<file path="src/rtl/sqs_params.svh">
// Constants for the sequencer stack entry bank: offsets, fields, resets.
// Assumes inclusion by bare name from the rtl/ folder.
`ifndef SQS_PARAMS_SVH
`define SQS_PARAMS_SVH

// ----------------------------------------
// Register indices and byte addresses
// ----------------------------------------
`define SQS_IDX_STEP20     8'h34
`define SQS_IDX_STEP21     8'h35
`define SQS_IDX_STEP22     8'h36
`define SQS_IDX_POS        8'h40
`define SQS_ADDR_STEP20    12'h0D0
`define SQS_ADDR_STEP21    12'h0D4
`define SQS_ADDR_STEP22    12'h0D8
`define SQS_ADDR_POS       12'h100

// ----------------------------------------
// Field positions
// ----------------------------------------
`define SQS_BIT_DIR        15
`define SQS_ADDR_HI        14
`define SQS_ADDR_LO        9
`define SQS_BIT_RET        8
`define SQS_CHB_HI         7
`define SQS_CHB_LO         4
`define SQS_CHA_HI         3
`define SQS_CHA_LO         0

// ----------------------------------------
// Reset values
// ----------------------------------------
`define SQS_RST_STEP20     16'h6800
`define SQS_RST_STEP21     16'h6A00
`define SQS_RST_STEP22     16'h6C00

`endif

</file>
<file path="src/rtl/sqs_pkg.sv">
// Types shared by the sequencer stack entry bank.
// Assumes sqs_params.svh holds the numeric constants.
package sqs_pkg;
  typedef logic [15:0] sqs_word_t;   // One stack entry
  typedef logic [1:0]  sqs_ptr_t;    // Active entry index 0..2
  typedef enum logic [0:0] {
    SQS_IDLE,
    SQS_ACCESS
  } sqs_bus_t;                       // APB slave phase
  typedef struct packed {
    sqs_word_t [2:0] step;           // Entries twenty to twenty-two
    sqs_ptr_t        ptr;            // Active entry
    sqs_bus_t        bus;            // Bus phase
    logic            pready;         // Answer strobe
    logic            pslverr;        // Unmapped answer
    logic [31:0]     prdata;         // Read data
    logic [3:0]      cha;            // Applied channel A
    logic [3:0]      chb;            // Applied channel B
    logic            applied;        // Selection valid pulse
  } sqs_state_t;
endpackage

</file>
<file path="src/rtl/sqs_bank.sv">
// Sequencer stack entries twenty to twenty-two with an APB slave and a
// small walker that applies each entry's channel pair per conversion.
// Assumes a single clock; conversion done arrives synchronous to it.
//
// How it works
// - Bit 15 stores read or write direction
// - Bits 14:9 store entry's own address
// - Entry twenty at 0x34, resets 0x6800
// - Entry twenty-one at 0x35, resets 0x6A00
// - Entry twenty-two at 0x36, resets 0x6C00
// - Return bit clear: advance after conversion
// - Return bit set: go to first
// - Bits 7:4 select converter B channel
// - Bits 3:0 select converter A channel
//
// Design decision made here: register access over APB.
`timescale 1ns/10ps
`default_nettype none
`include "sqs_params.svh"

module sqs_bank (
  input  wire logic            clk_in,            // 10 MHz clock
  input  wire logic            rst_n_in,          // Sync reset, low
  input  wire logic            clk_en_in,         // Freezes all state but the valid pulse when low
  input  wire logic            psel_in,           // APB select
  input  wire logic            penable_in,        // APB enable
  input  wire logic            pwrite_in,         // APB direction
  input  wire logic [11:0]     paddr_in,          // APB byte address
  input  wire logic [31:0]     pwdata_in,         // APB write data
  input  wire logic [3:0]      pstrb_in,          // APB byte strobes
  input  wire logic            conv_done_in,      // Conversion completed pulse
  output logic                 pready_out,        // APB ready
  output logic                 pslverr_out,       // APB error
  output logic [31:0]          prdata_out,        // APB read data
  output logic [3:0]           converter_a_channel_select_out, // Channel A
  output logic [3:0]           converter_b_channel_select_out, // Channel B
  output logic                 select_valid_out,  // New pair pulse
  output var sqs_pkg::sqs_ptr_t active_entry_out  // Active entry index
);
  import sqs_pkg::*;

  // ----------------------------------------
  // Usage notes
  // ----------------------------------------
  // Register map, one aligned word per entry:
  //   0x0D0  entry twenty
  //   0x0D4  entry twenty-one
  //   0x0D8  entry twenty-two
  //   0x100  active entry index, read only, writes ignored
  // Any other address answers with an error and reads zero.
  // Upper half of every read word is zero.
  // Byte strobes 0 and 1 select the two halves of an entry;
  // strobes 2 and 3 have nothing to land on and are ignored.
  //
  // Bus timing: every transfer takes exactly one wait state.
  //   Setup edge      bus moves to access
  //   First access    answer computed, ready raised
  //   Second access   ready seen, transfer completes
  // A setup cycle may follow the completing edge at once.
  //
  // Entries are plain storage. The direction bit and the own
  // address field are kept as written and never decoded here;
  // the far serial or parallel front end owns that meaning.
  // Trade-off: keeps this bank small, but a host that writes a
  // wrong own address will still see its word stored.
  //
  // Walker: entries are visited in order and wrap after the
  // last one. A set return bit on the active entry sends the
  // walker back to the first entry instead. The channel pair
  // applied is that of the entry moved to, so both converters
  // always switch on the same edge.
  //
  // Limitation: a write to the entry being moved to in the
  // very cycle of a conversion boundary applies the old pair;
  // the new pair takes effect on the next visit.
  //
  // Clock enable low freezes every flop, bus and walker alike, except the
  // select valid pulse, which clears; reset still acts, so a stalled bank can always be cleared.

  // ----------------------------------------
  // Helpers
  // ----------------------------------------
  // Address to entry index, 3 when not an entry
  function automatic logic [1:0] entry_of(input logic [11:0] a);
    if (a == `SQS_ADDR_STEP20) begin
      entry_of = 2'h0;
    end else if (a == `SQS_ADDR_STEP21) begin
      entry_of = 2'h1;
    end else if (a == `SQS_ADDR_STEP22) begin
      entry_of = 2'h2;
    end else begin
      entry_of = 2'h3;
    end
  endfunction

  // Byte-lane merge of a 16-bit entry
  function automatic sqs_word_t merge(input sqs_word_t old,
                                      input logic [31:0] wd,
                                      input logic [3:0] st);
    merge = old;
    if (st[0]) begin
      merge[7:0] = wd[7:0];
    end
    if (st[1]) begin
      merge[15:8] = wd[15:8];
    end
  endfunction

  sqs_state_t st;       // Registered state
  sqs_state_t next_st;  // Next state
  logic [1:0] hit;      // Decoded entry
  logic       setup;    // Setup cycle seen
  sqs_word_t  cur;      // Active entry word
  logic [7:0] pair_next; // Channel pair of the entry walked to

  assign hit   = entry_of(paddr_in);
  assign setup = psel_in && !penable_in;
  assign cur   = st.step[st.ptr];
  // Used by the checks only: pair the walker is about to apply
  assign pair_next = st.step[next_st.ptr][7:0];

  // ----------------------------------------
  // Next-state logic
  // ----------------------------------------
  always_comb begin
    next_st = st;
    next_st.applied = 1'b0;
    if (!rst_n_in) begin
      next_st.step[0] = `SQS_RST_STEP20;
      next_st.step[1] = `SQS_RST_STEP21;
      next_st.step[2] = `SQS_RST_STEP22;
      next_st.ptr     = 2'h0;
      next_st.bus     = SQS_IDLE;
      next_st.pready  = 1'b0;
      next_st.pslverr = 1'b0;
      next_st.prdata  = 32'h0000_0000;
      next_st.cha     = 4'h0;
      next_st.chb     = 4'h0;
    end else if (clk_en_in) begin
      // Bus: one wait state, answer in the second access cycle
      case (st.bus)
        SQS_IDLE: begin
          next_st.pready = 1'b0;
          if (setup) begin
            next_st.bus = SQS_ACCESS;
          end
        end
        SQS_ACCESS: begin
          if (st.pready) begin
            // Handshake completes this edge
            next_st.pready  = 1'b0;
            next_st.pslverr = 1'b0;
            next_st.bus     = SQS_IDLE;
          end else if (psel_in && penable_in) begin
            next_st.pready = 1'b1;
            if (hit == 2'h3 && paddr_in != `SQS_ADDR_POS) begin
              // Unmapped: error, reads zero, no write
              next_st.pslverr = 1'b1;
              next_st.prdata  = 32'h0000_0000;
            end else if (pwrite_in) begin
              // Direction, address, return, channels stored whole
              if (hit != 2'h3) begin
                next_st.step[hit] = merge(st.step[hit], pwdata_in,
                                          pstrb_in);
              end
            end else if (hit != 2'h3) begin
              next_st.prdata = {16'h0000, st.step[hit]};
            end else begin
              next_st.prdata = {30'h0000_0000, st.ptr};
            end
          end else begin
            next_st.bus = SQS_IDLE;
          end
        end
        default: begin
          next_st.bus = SQS_IDLE;
        end
      endcase
      // Walker: pick next entry at a conversion boundary
      if (conv_done_in) begin
        if (cur[`SQS_BIT_RET] || st.ptr == 2'h2) begin
          next_st.ptr = 2'h0;
        end else begin
          next_st.ptr = st.ptr + 2'h1;
        end
        next_st.applied = 1'b1;
        next_st.cha = st.step[next_st.ptr][`SQS_CHA_HI:`SQS_CHA_LO];
        next_st.chb = st.step[next_st.ptr][`SQS_CHB_HI:`SQS_CHB_LO];
      end
    end
  end

  // ----------------------------------------
  // State register
  // ----------------------------------------
  always_ff @(posedge clk_in) begin
    st <= next_st;
  end

  // Outputs straight from flip-flops
  assign pready_out  = st.pready;
  assign pslverr_out = st.pslverr;
  assign prdata_out  = st.prdata;
  assign converter_a_channel_select_out = st.cha;
  assign converter_b_channel_select_out = st.chb;
  assign select_valid_out = st.applied;
  assign active_entry_out = st.ptr;

  // ----------------------------------------
  // Checks
  // ----------------------------------------
  a_reset_twenty: assert property (@(posedge clk_in)
    !rst_n_in |=> st.step[0] == 16'h6800)
    else $error("entry twenty reset wrong");
  a_reset_twentyone: assert property (@(posedge clk_in)
    !rst_n_in |=> st.step[1] == 16'h6A00)
    else $error("entry twenty-one reset wrong");
  a_reset_twentytwo: assert property (@(posedge clk_in)
    !rst_n_in |=> st.step[2] == 16'h6C00)
    else $error("entry twenty-two reset wrong");
  a_step_advance: assert property (@(posedge clk_in) disable iff (!rst_n_in)
    clk_en_in && conv_done_in && !cur[8] && st.ptr < 2'h2
    |=> st.ptr == $past(st.ptr) + 2'h1)
    else $error("walker failed to advance");
  a_step_return: assert property (@(posedge clk_in) disable iff (!rst_n_in)
    clk_en_in && conv_done_in && cur[8] |=> st.ptr == 2'h0)
    else $error("walker failed to return");
  // Both halves of the pair must come from the same entry
  a_pair_applied: assert property (@(posedge clk_in) disable iff (!rst_n_in)
    clk_en_in && conv_done_in
    |=> st.applied && {st.chb, st.cha} == $past(pair_next))
    else $error("channel pair not from entry moved to");
  a_write_full: assert property (@(posedge clk_in) disable iff (!rst_n_in)
    clk_en_in && st.bus == SQS_ACCESS && !st.pready && psel_in && penable_in
    && pwrite_in && paddr_in == `SQS_ADDR_STEP20 && pstrb_in[1:0] == 2'b11
    |=> st.step[0] == $past(pwdata_in[15:0]))
    else $error("entry write lost");
  // Refused writes must leave every entry alone
  a_unmapped_keep: assert property (@(posedge clk_in) disable iff (!rst_n_in)
    clk_en_in && st.bus == SQS_ACCESS && !st.pready && psel_in && penable_in
    && pwrite_in && hit == 2'h3
    |=> st.step == $past(st.step))
    else $error("refused write changed an entry");
  // Ready output lasts one enabled cycle
  a_ready_pulse: assert property (@(posedge clk_in) disable iff (!rst_n_in)
    clk_en_in && st.pready |=> !st.pready)
    else $error("ready held too long");
  a_error_ready: assert property (@(posedge clk_in) disable iff (!rst_n_in)
    st.pslverr |-> st.pready)
    else $error("error without ready");
  a_valid_cause: assert property (@(posedge clk_in) disable iff (!rst_n_in)
    st.applied |-> $past(conv_done_in && clk_en_in))
    else $error("pair pulse without conversion");
  // Only three entries exist
  a_ptr_range: assert property (@(posedge clk_in) disable iff (!rst_n_in)
    st.ptr != 2'h3)
    else $error("active entry out of range");
  a_ready_bound: assert property (@(posedge clk_in) disable iff (!rst_n_in)
    clk_en_in && setup ##1 clk_en_in && psel_in && penable_in |=> st.pready)
    else $error("bus answer late");
endmodule
`default_nettype wire

</file>
<file path="config.mk">
export PLATFORM = sky130hd
export DESIGN_NAME = sqs_bank
export DESIGN_NICKNAME = d
export VERILOG_FILES = /design/src/rtl/sqs_pkg.sv /design/src/rtl/sqs_bank.sv
export VERILOG_INCLUDE_DIRS = /design/src /design/src/rtl
export SDC_FILE = /design/constraint.sdc
export NUM_CORES = 1
export LEC_CHECK = 0
export ABC_AREA = 1
export ABC_CLOCK_PERIOD_IN_PS = 1900
export BUFFER_PORTS_ARGS = -buffer_cell sky130_fd_sc_hd__buf_2
export CAP_MARGIN = 25
export CORE_ASPECT_RATIO = 0.7
export CORE_UTILIZATION = 50
export CTS_CLUSTER_DIAMETER = 30
export DETAILED_ROUTE_END_ITERATION = 10
export HOLD_SLACK_MARGIN = 0.15
export PLACE_DENSITY = 0.83
export SYNTH_ARGS = -nofsm -noshare
export SYNTH_HDL_FRONTEND = slang
export SYNTH_SLANG_ARGS = --single-unit
</file>
<file path="constraint.sdc">
create_clock -name clk_in -period 1.9 [get_ports clk_in]
set_input_delay 0 -clock clk_in [delete_from_list [all_inputs] [get_ports clk_in]]
set_output_delay 0 -clock clk_in [all_outputs]
set_load 0.02 [all_outputs]
</file>
==> results of run 1 <==
==> cells in the mapped netlist <==
cell type	instances
inv_1	91
ha_1	1
nand4_1	11
nor2_2	2
a31oi_1	1
buf_1	5
dfxtp_1	78
clkbuf_1	7
inv_2	6
conb_1	1
nand3b_1	2
or2_2	6
nor2_8	1
o21ai_0	24
nand2_1	204
nor2_4	4
nand2_4	1
a21oi_1	69
nand3_2	3
clkinv_2	1
a31o_2	1
buf_4	46
nor2_1	28
nor2b_1	1
o21ai_2	1
buf_2	12
nand2_2	7
o211ai_1	8
nand3_1	63
nor3_4	1
buf_6	2
and3_1	1
==> metal layers <==
layer | routed length (µm) | GRT usage, % | up-vias
met4 | 149 | 8.05 | 0
met1 | 5230 | 34.6 | 2125
met3 | 1340 | 8.51 | 18
met5 | 0 | 0 | -
met2 | 5520 | 43.7 | 220
li1 | - | - | 2249
==> cell usage in the layout, fill, tap and decap left out, types with 2 or more instances in the layout <==
cell,n
dlygate4sd3_1,30
conb_1,16
buf_4,18
buf_2,65
nor2_1,28
dfxtp_1,78
inv_1,91
clkinv_4,3
nor2_2,2
or2_2,6
nand3_1,63
nand3_2,3
inv_2,6
clkinv_2,2
nand2_2,7
buf_12,2
nand3b_1,2
nand2_1,204
o21ai_0,24
clkbuf_16,9
nor2_4,4
nand4_1,11
o211ai_1,8
a21oi_1,69
==> how the worst max path moves through the flow <==
stage                        startpoint                           endpoint  slack, ps  cells after the start
floorplan           active_entry_out[0]  converter_a_channel_select_out[1]        270                      7
global placement             pready_out                             st[72]        230                     10
detailed placement           pready_out                             st[67]        150                      9
CTS                          pready_out                             st[67]        130                      9
global route                 pready_out                             st[49]        -60                      9
finish                       pready_out                             st[67]         70                      9
==> power by group <==
group          leakage [nW]  total [mW]  switching (mW)  internal (mW)
Combinational          1.88       0.422           0.267          0.155
Sequential            0.630        1.67          0.0113           1.65
Clock                 0.153        1.78           0.713           1.06
==> final cells by class <==
cell class	instances	area, µm²	share of cell area (%)
clock inverters	6	70.1	1.32
inverters	98	369	6.95
multi-input cells	456	2120	39.9
repair buffers	115	801	15.1
well taps	120	150	2.83
flip-flops and latches	78	1560	29.4
clock buffers	10	239	4.50
==> tightest hold or removal path: stages <==
cell and delay, ps:
buf_2 150, nor3_4 60, buf_4 150, nand3_1 70
nand2_1 50, inv_1 40
==> flip-flops by register name, indices dropped and copies added, names as in the netlist <==
name,flops
active_entry_out,2
converter_a_channel_select_out,4
converter_b_channel_select_out,4
prdata_out,16
pready_out,1
pslverr_out,1
select_valid_out,1
st,49
==> stage by stage <==
step / std cells / utilization [%] / power [mW] / hold slack [ps] / instance area [µm²]
2_1_floorplan: 704 / - / 1.98 / 105 / 4520
5_1_grt: 883 / 62.1 / 4.00 / 236 / 5310
3_3_place_gp: 837 / 55.0 / 2.06 / 247 / 4700
6_report: 883 / 62.1 / 3.86 / 206 / 5310
4_1_cts: 883 / 62.1 / 3.87 / 197 / 5310
3_5_place_dp: 837 / 55.0 / 2.07 / 265 / 4700
==> cell families (layout without fill, tap and decap cells) <==
| group | after synthesis | after routing | share of synthesized area [%] |
|---|---|---|---|
| buf+inv | 170 | 229 | 18.8 |
| other cells | 1 | 16 | 0.0839 |
| flops | 78 | 78 | 34.9 |
| compound gates | 104 | 104 | 12.3 |
| simple gates | 335 | 335 | 33.5 |
| fa+ha+maj | 1 | 1 | 0.280 |
==> repair_timing <==
item	CTS	global route
hold buffers	30	0
hold endpoints to repair	66	0
endpoints found under the setup margin	0	13
gates resized for setup	0	1
==> results.md, run 1 <==
- Detailed Routing Iterations Pass 1: 10
- Clock Skew: 6.47 ps
- Final Cycle Share: 96.1%
- Mapped Cells: 689
- Biggest area consumer among synthesized cells: dfxtp_1
- Avg Cell Area, Syn: 6.48 µm²
- Wire per inst: 13.9 µm
- Number of cell rows: 28
- TritonCTS Buffers: 9
- Residual overflow from global routing: 0
- Hpwl dp: 8690 µm
- Reg clk slew, reported paths: 60 ps
- Largest net degree at the start of global routing: 49
- Reg2Reg Launch Point: pready_out
- Area Growth Syn to Fin: 18.9%
- Routed Antenna Nets: 0
- Status: finished, violations left
- Drt via density: 5.22
- Clk buf depth: 2
- Seq cells post-synth: 78
- Antenna violations before repair: 0
- Clock Latency Late Sink: 350 ps
- Die Y: 81.1 µm
- Synth area leaders: dfxtp_1 35%, nand2_1 17%, a21oi_1 7.7%, buf_4 7.7%, inv_1 7.6%
- Crit path max-delay family: simple AND/OR/NAND/NOR gates
- # setup viols final: 0
- Period minus WS final: 1830 ps
- IO buf count: 65
- CP max FO: 16
- Post-Route WL: 12,200 µm
- Worst hold endpoint: st[55]
- First-pass GRT wire length: 19,000 µm
- Worst endpoint data arrival time: 2120 ps
- Pre-CTS setup slack: 146 ps
- Crit. End Element: flip-flop
- DRT iter0 DRCs: 538
- Vias in the first global route: 4,003
- Register area share after synthesis: 34.9%
- TritonCTS clock tree: yes
- Post-CTS Setup Repair Bufs: 0
- CP bufs+invs: 3
- Fillers: 817
- Leak: 2.66 nW
- CTS root buf: clkbuf_16
- DIE AREA: 9320 µm²
- I/O pin total: 100
- Final hold viol count: 0
- Final WS setup: 73.9 ps
- Setup TNS: 0 ps
- Synth top area share: 34.9%
- Critical path startpoint category: flip-flop
- Layout cells sized above 1: 17.8%
- FMAX: 0.548 GHz
- Sink Count: 78
- Req. time, crit path: 2190 ps
- Gr usage total: 27.0%
- Slowest CP cell: nand3_2
- Core ar.: 8550 µm²
- Nets: 814
- Yosys warnings: 0
- Starting density of the core: 52.3%
- Max Cap Viol: 0
- Die width: 115 µm
- H-tree levels: 3
- Reg2reg setup slack: 70 ps
- Ant diodes: 0
- Reg2reg end: st[67]
- Reg2reg path depth: 9
- Hold Path Class: in -> reg
- Via count: 4,612
- Max-slew violation count: 0
- Kind of critical path: reg -> reg
- Power density over the cells: 727 nW/µm²
- # DRC: 1
- Placer Congestion: 0.922
- Synth cell types: 32
- CP max stage delay: 370 ps
- Worst-path cell chain: inv_1 -> nand3_2 -> nor2_8 -> nand2_2 -> clkinv_2 -> nand3_2 -> a21oi_1 -> nand2_1 -> inv_1
- Unrepaired setup endpoints after global routing: yes
- Worst VDD drop: 0.000427 V
- Hold_sp: paddr_in[3]
- Hold Path Cell Cnt: 6
- Failing checks: design-rule violations
- Netlist Area Pre-Place: 4470 µm²
No activity file was read; power rests on OpenSTA's default activity.
==> run 2: changes to the inputs <==
--- a/config.mk
+++ b/config.mk
@@ -7,7 +7,7 @@
 export NUM_CORES = 1
 export LEC_CHECK = 0
 export ABC_AREA = 1
-export ABC_CLOCK_PERIOD_IN_PS = 1900
+export ABC_CLOCK_PERIOD_IN_PS = 1800
 export BUFFER_PORTS_ARGS = -buffer_cell sky130_fd_sc_hd__buf_2
 export CAP_MARGIN = 25
 export CORE_ASPECT_RATIO = 0.7
==> constraint.sdc (replaced) <==
create_clock -name clk_in -period 1.8 [get_ports clk_in]
set_input_delay 0 -clock clk_in [delete_from_list [all_inputs] [get_ports clk_in]]
set_output_delay 0 -clock clk_in [all_outputs]
set_load 0.02 [all_outputs]
==> run 2 against run 1 <==
The flow now finishes without violations. Die area did not move. Register-to-register slack improved by 30 ps. Sequential share of layout area rose by 0.17 points. Global-route usage rose by 1.0 points. Critical path type is now in -> reg. Largest cell class unchanged. Largest power group is now sequential cells.
==> results.md, run 2 (synthesized netlist as in run 1, its figures left out) <==
- Status: finished clean
- Residual overflow from global routing: 0 (unchanged)
- Final WS setup: 82.0 ps (+8.15 ps)
- Core ar.: 8550 µm² (unchanged)
- Clock Skew: 9.35 ps (+2.87 ps)
- Tot Pwr: 3.94 mW (+2.1%)
- Critical path startpoint category: input port
- Kind of critical path: in -> reg
- Unrepaired setup endpoints after global routing: no
- Crit. End Element: flip-flop
- Hold_sp: pstrb_in[1]
- Worst-path cell chain: dlygate4sd3_1 -> buf_2 -> nand2_1 -> dlygate4sd3_1 -> nor2_1 -> dlygate4sd3_1
- Most common cell after layout, fill and taps aside: nand2_1
- CP max FO: 5 (-11)
- # DRC: 0 (-1)
- Final Cycle Share: 95.4%
- H-tree levels: 3 (unchanged)
- Worst VDD drop: 0.000485 V (+14%)
- Power density over the cells: 746 nW/µm² (+2.6%)
- First-pass GRT wire length: 20,000 µm (+5.2%)
- CP most frequent cell: dlygate4sd3_1
- Post-CTS Setup Repair Bufs: 0 (unchanged)
- FMAX: 0.582 GHz
- Reg2reg end: st[70]
- Nets: 814 (unchanged)
- IO buf count: 65 (unchanged)
- DRT iter0 DRCs: 453 (-16%)
- Largest net degree at the start of global routing: 49 (unchanged)
- Req. time, crit path: 2030 ps (-160 ps)
- Sink Count: 78 (unchanged)
- Max-slew violation count: 0 (unchanged)
- Vias in the first global route: 4,267 (+6.6%)
- Largest register by flop count: st
- Hpwl dp: 8860 µm (+1.9%)
- Final hold viol count: 0 (unchanged)
- Finished Cell Area: 5280 µm² (-0.57%)
- Slowest CP cell: dlygate4sd3_1
- Worst Setup SP: clk_en_in
- CTS root buf: clkbuf_16
- Period minus WS final: 1720 ps
- I/O pin total: 100 (unchanged)
- Layout cells sized above 1: 18.1% (+0.26 points)
- DIE AREA: 9320 µm² (unchanged)
- Drt via density: 5.19 (-0.61%)
- Via count: 4,584 (-0.61%)
- Routed Antenna Nets: 0 (unchanged)
- Clk buf depth: 2 (unchanged)
- Antenna violations before repair: 0 (unchanged)
- # setup viols final: 0 (unchanged)
- Reg2Reg Launch Point: pready_out
- Number of cell rows: 28 (unchanged)
- Area Growth Syn to Fin: 18.2%
- Dpl cell area: 4700 µm² (about the same)
- Reg2reg path depth: 10 (+1)
- Reg clk slew, reported paths: 60 ps (about the same)
- Starting density of the core: 52.3% (unchanged)
- Leak: 2.64 nW (-0.80%)
- Wire per inst: 14.1 µm (+1.4%)
- Die width: 115 µm (unchanged)
- Worst endpoint data arrival time: 1940 ps (-180 ps)
- Most frequent cells in the layout: 204 x nand2_1, 90 x inv_1, 78 x dfxtp_1
- Post-Route WL: 12,400 µm (+1.4%)
- Max reg flops: 49 (unchanged)
- TritonCTS clock tree: yes
- Reg2reg setup slack: 100 ps (+30 ps)
- Clock Latency Late Sink: 340 ps (about the same)
- Die Y: 81.1 µm (unchanged)
- Setup TNS: 0 ps (unchanged)
- Placer Congestion: 0.915 (-0.83%)
- Pre-CTS setup slack: 130 ps (-16.5 ps)
- TritonCTS Buffers: 9 (unchanged)
- CP max stage delay: 570 ps (+200 ps)
- Max Cap Viol: 0 (unchanged)
- CP Capture Point: select_valid_out
- Detailed Routing Iterations Pass 1: 5 (-5)
- Ant diodes: 0 (unchanged)
- Gr usage total: 28.1% (+1.0 points)
- Hold Path Class: in -> reg
-- run 2: worst min path at each step --
stage,endpoint,cells after the start
6_report,st[71],5
5_1_grt,st[91],5
4_1_cts,st[71],5
3_5_place_dp,select_valid_out,3
3_3_place_gp,select_valid_out,3
2_1_floorplan,st[43],1
-- run 2: layout make-up --
cell class | instances | area (µm²)
Fill cell | 796 | 3270
Multi-Input combinational cell | 456 | 2140
Sequential cell | 78 | 1560
Timing Repair Buffer | 115 | 783
Inverter | 98 | 372
Clock buffer | 9 | 225
Tap cell | 120 | 150
Clock inverter | 7 | 55.1
-- run 2: report_power, final --
| part | switching (mW) | internal [mW] | total, mW | leakage, nW |
|---|---|---|---|---|
| Sequential | 0.0102 | 1.75 | 1.76 | 0.630 |
| Combinational | 0.289 | 0.165 | 0.454 | 1.88 |
| Clock | 0.782 | 0.951 | 1.73 | 0.133 |
-- run 2: per-stage QoR --
| stage | util (%) | hold slack [ps] | std cells |
|---|---|---|---|
| global route | 61.8 | 167 | 883 |
| finish | 61.8 | 160 | 883 |
| floorplan | - | 105 | 704 |
| global placement | 55.0 | 245 | 839 |
| CTS | 61.6 | 151 | 883 |
| detailed placement | 55.0 | 247 | 839 |
-- run 2: critical path: cells and delay by family --
family	cells	cell delay (ps)
simple gates	2	130
buf+inv	4	1810
-- run 2: routing by layer --
layer,global-route usage [%],up-vias,part of all wire [%]
met2,46.3,217,46
met1,35.4,2099,43
met3,7.39,26,9.9
li1,-,2242,-
met5,0,-,0
met4,10.4,0,1.5
-- run 2: what timing repair did --
item                                    4_1_cts  5_1_grt
hold buffers                                 28        0
endpoints found under the hold margin        78        0
resized for setup                             0        5
endpoints found under the setup margin        0       34
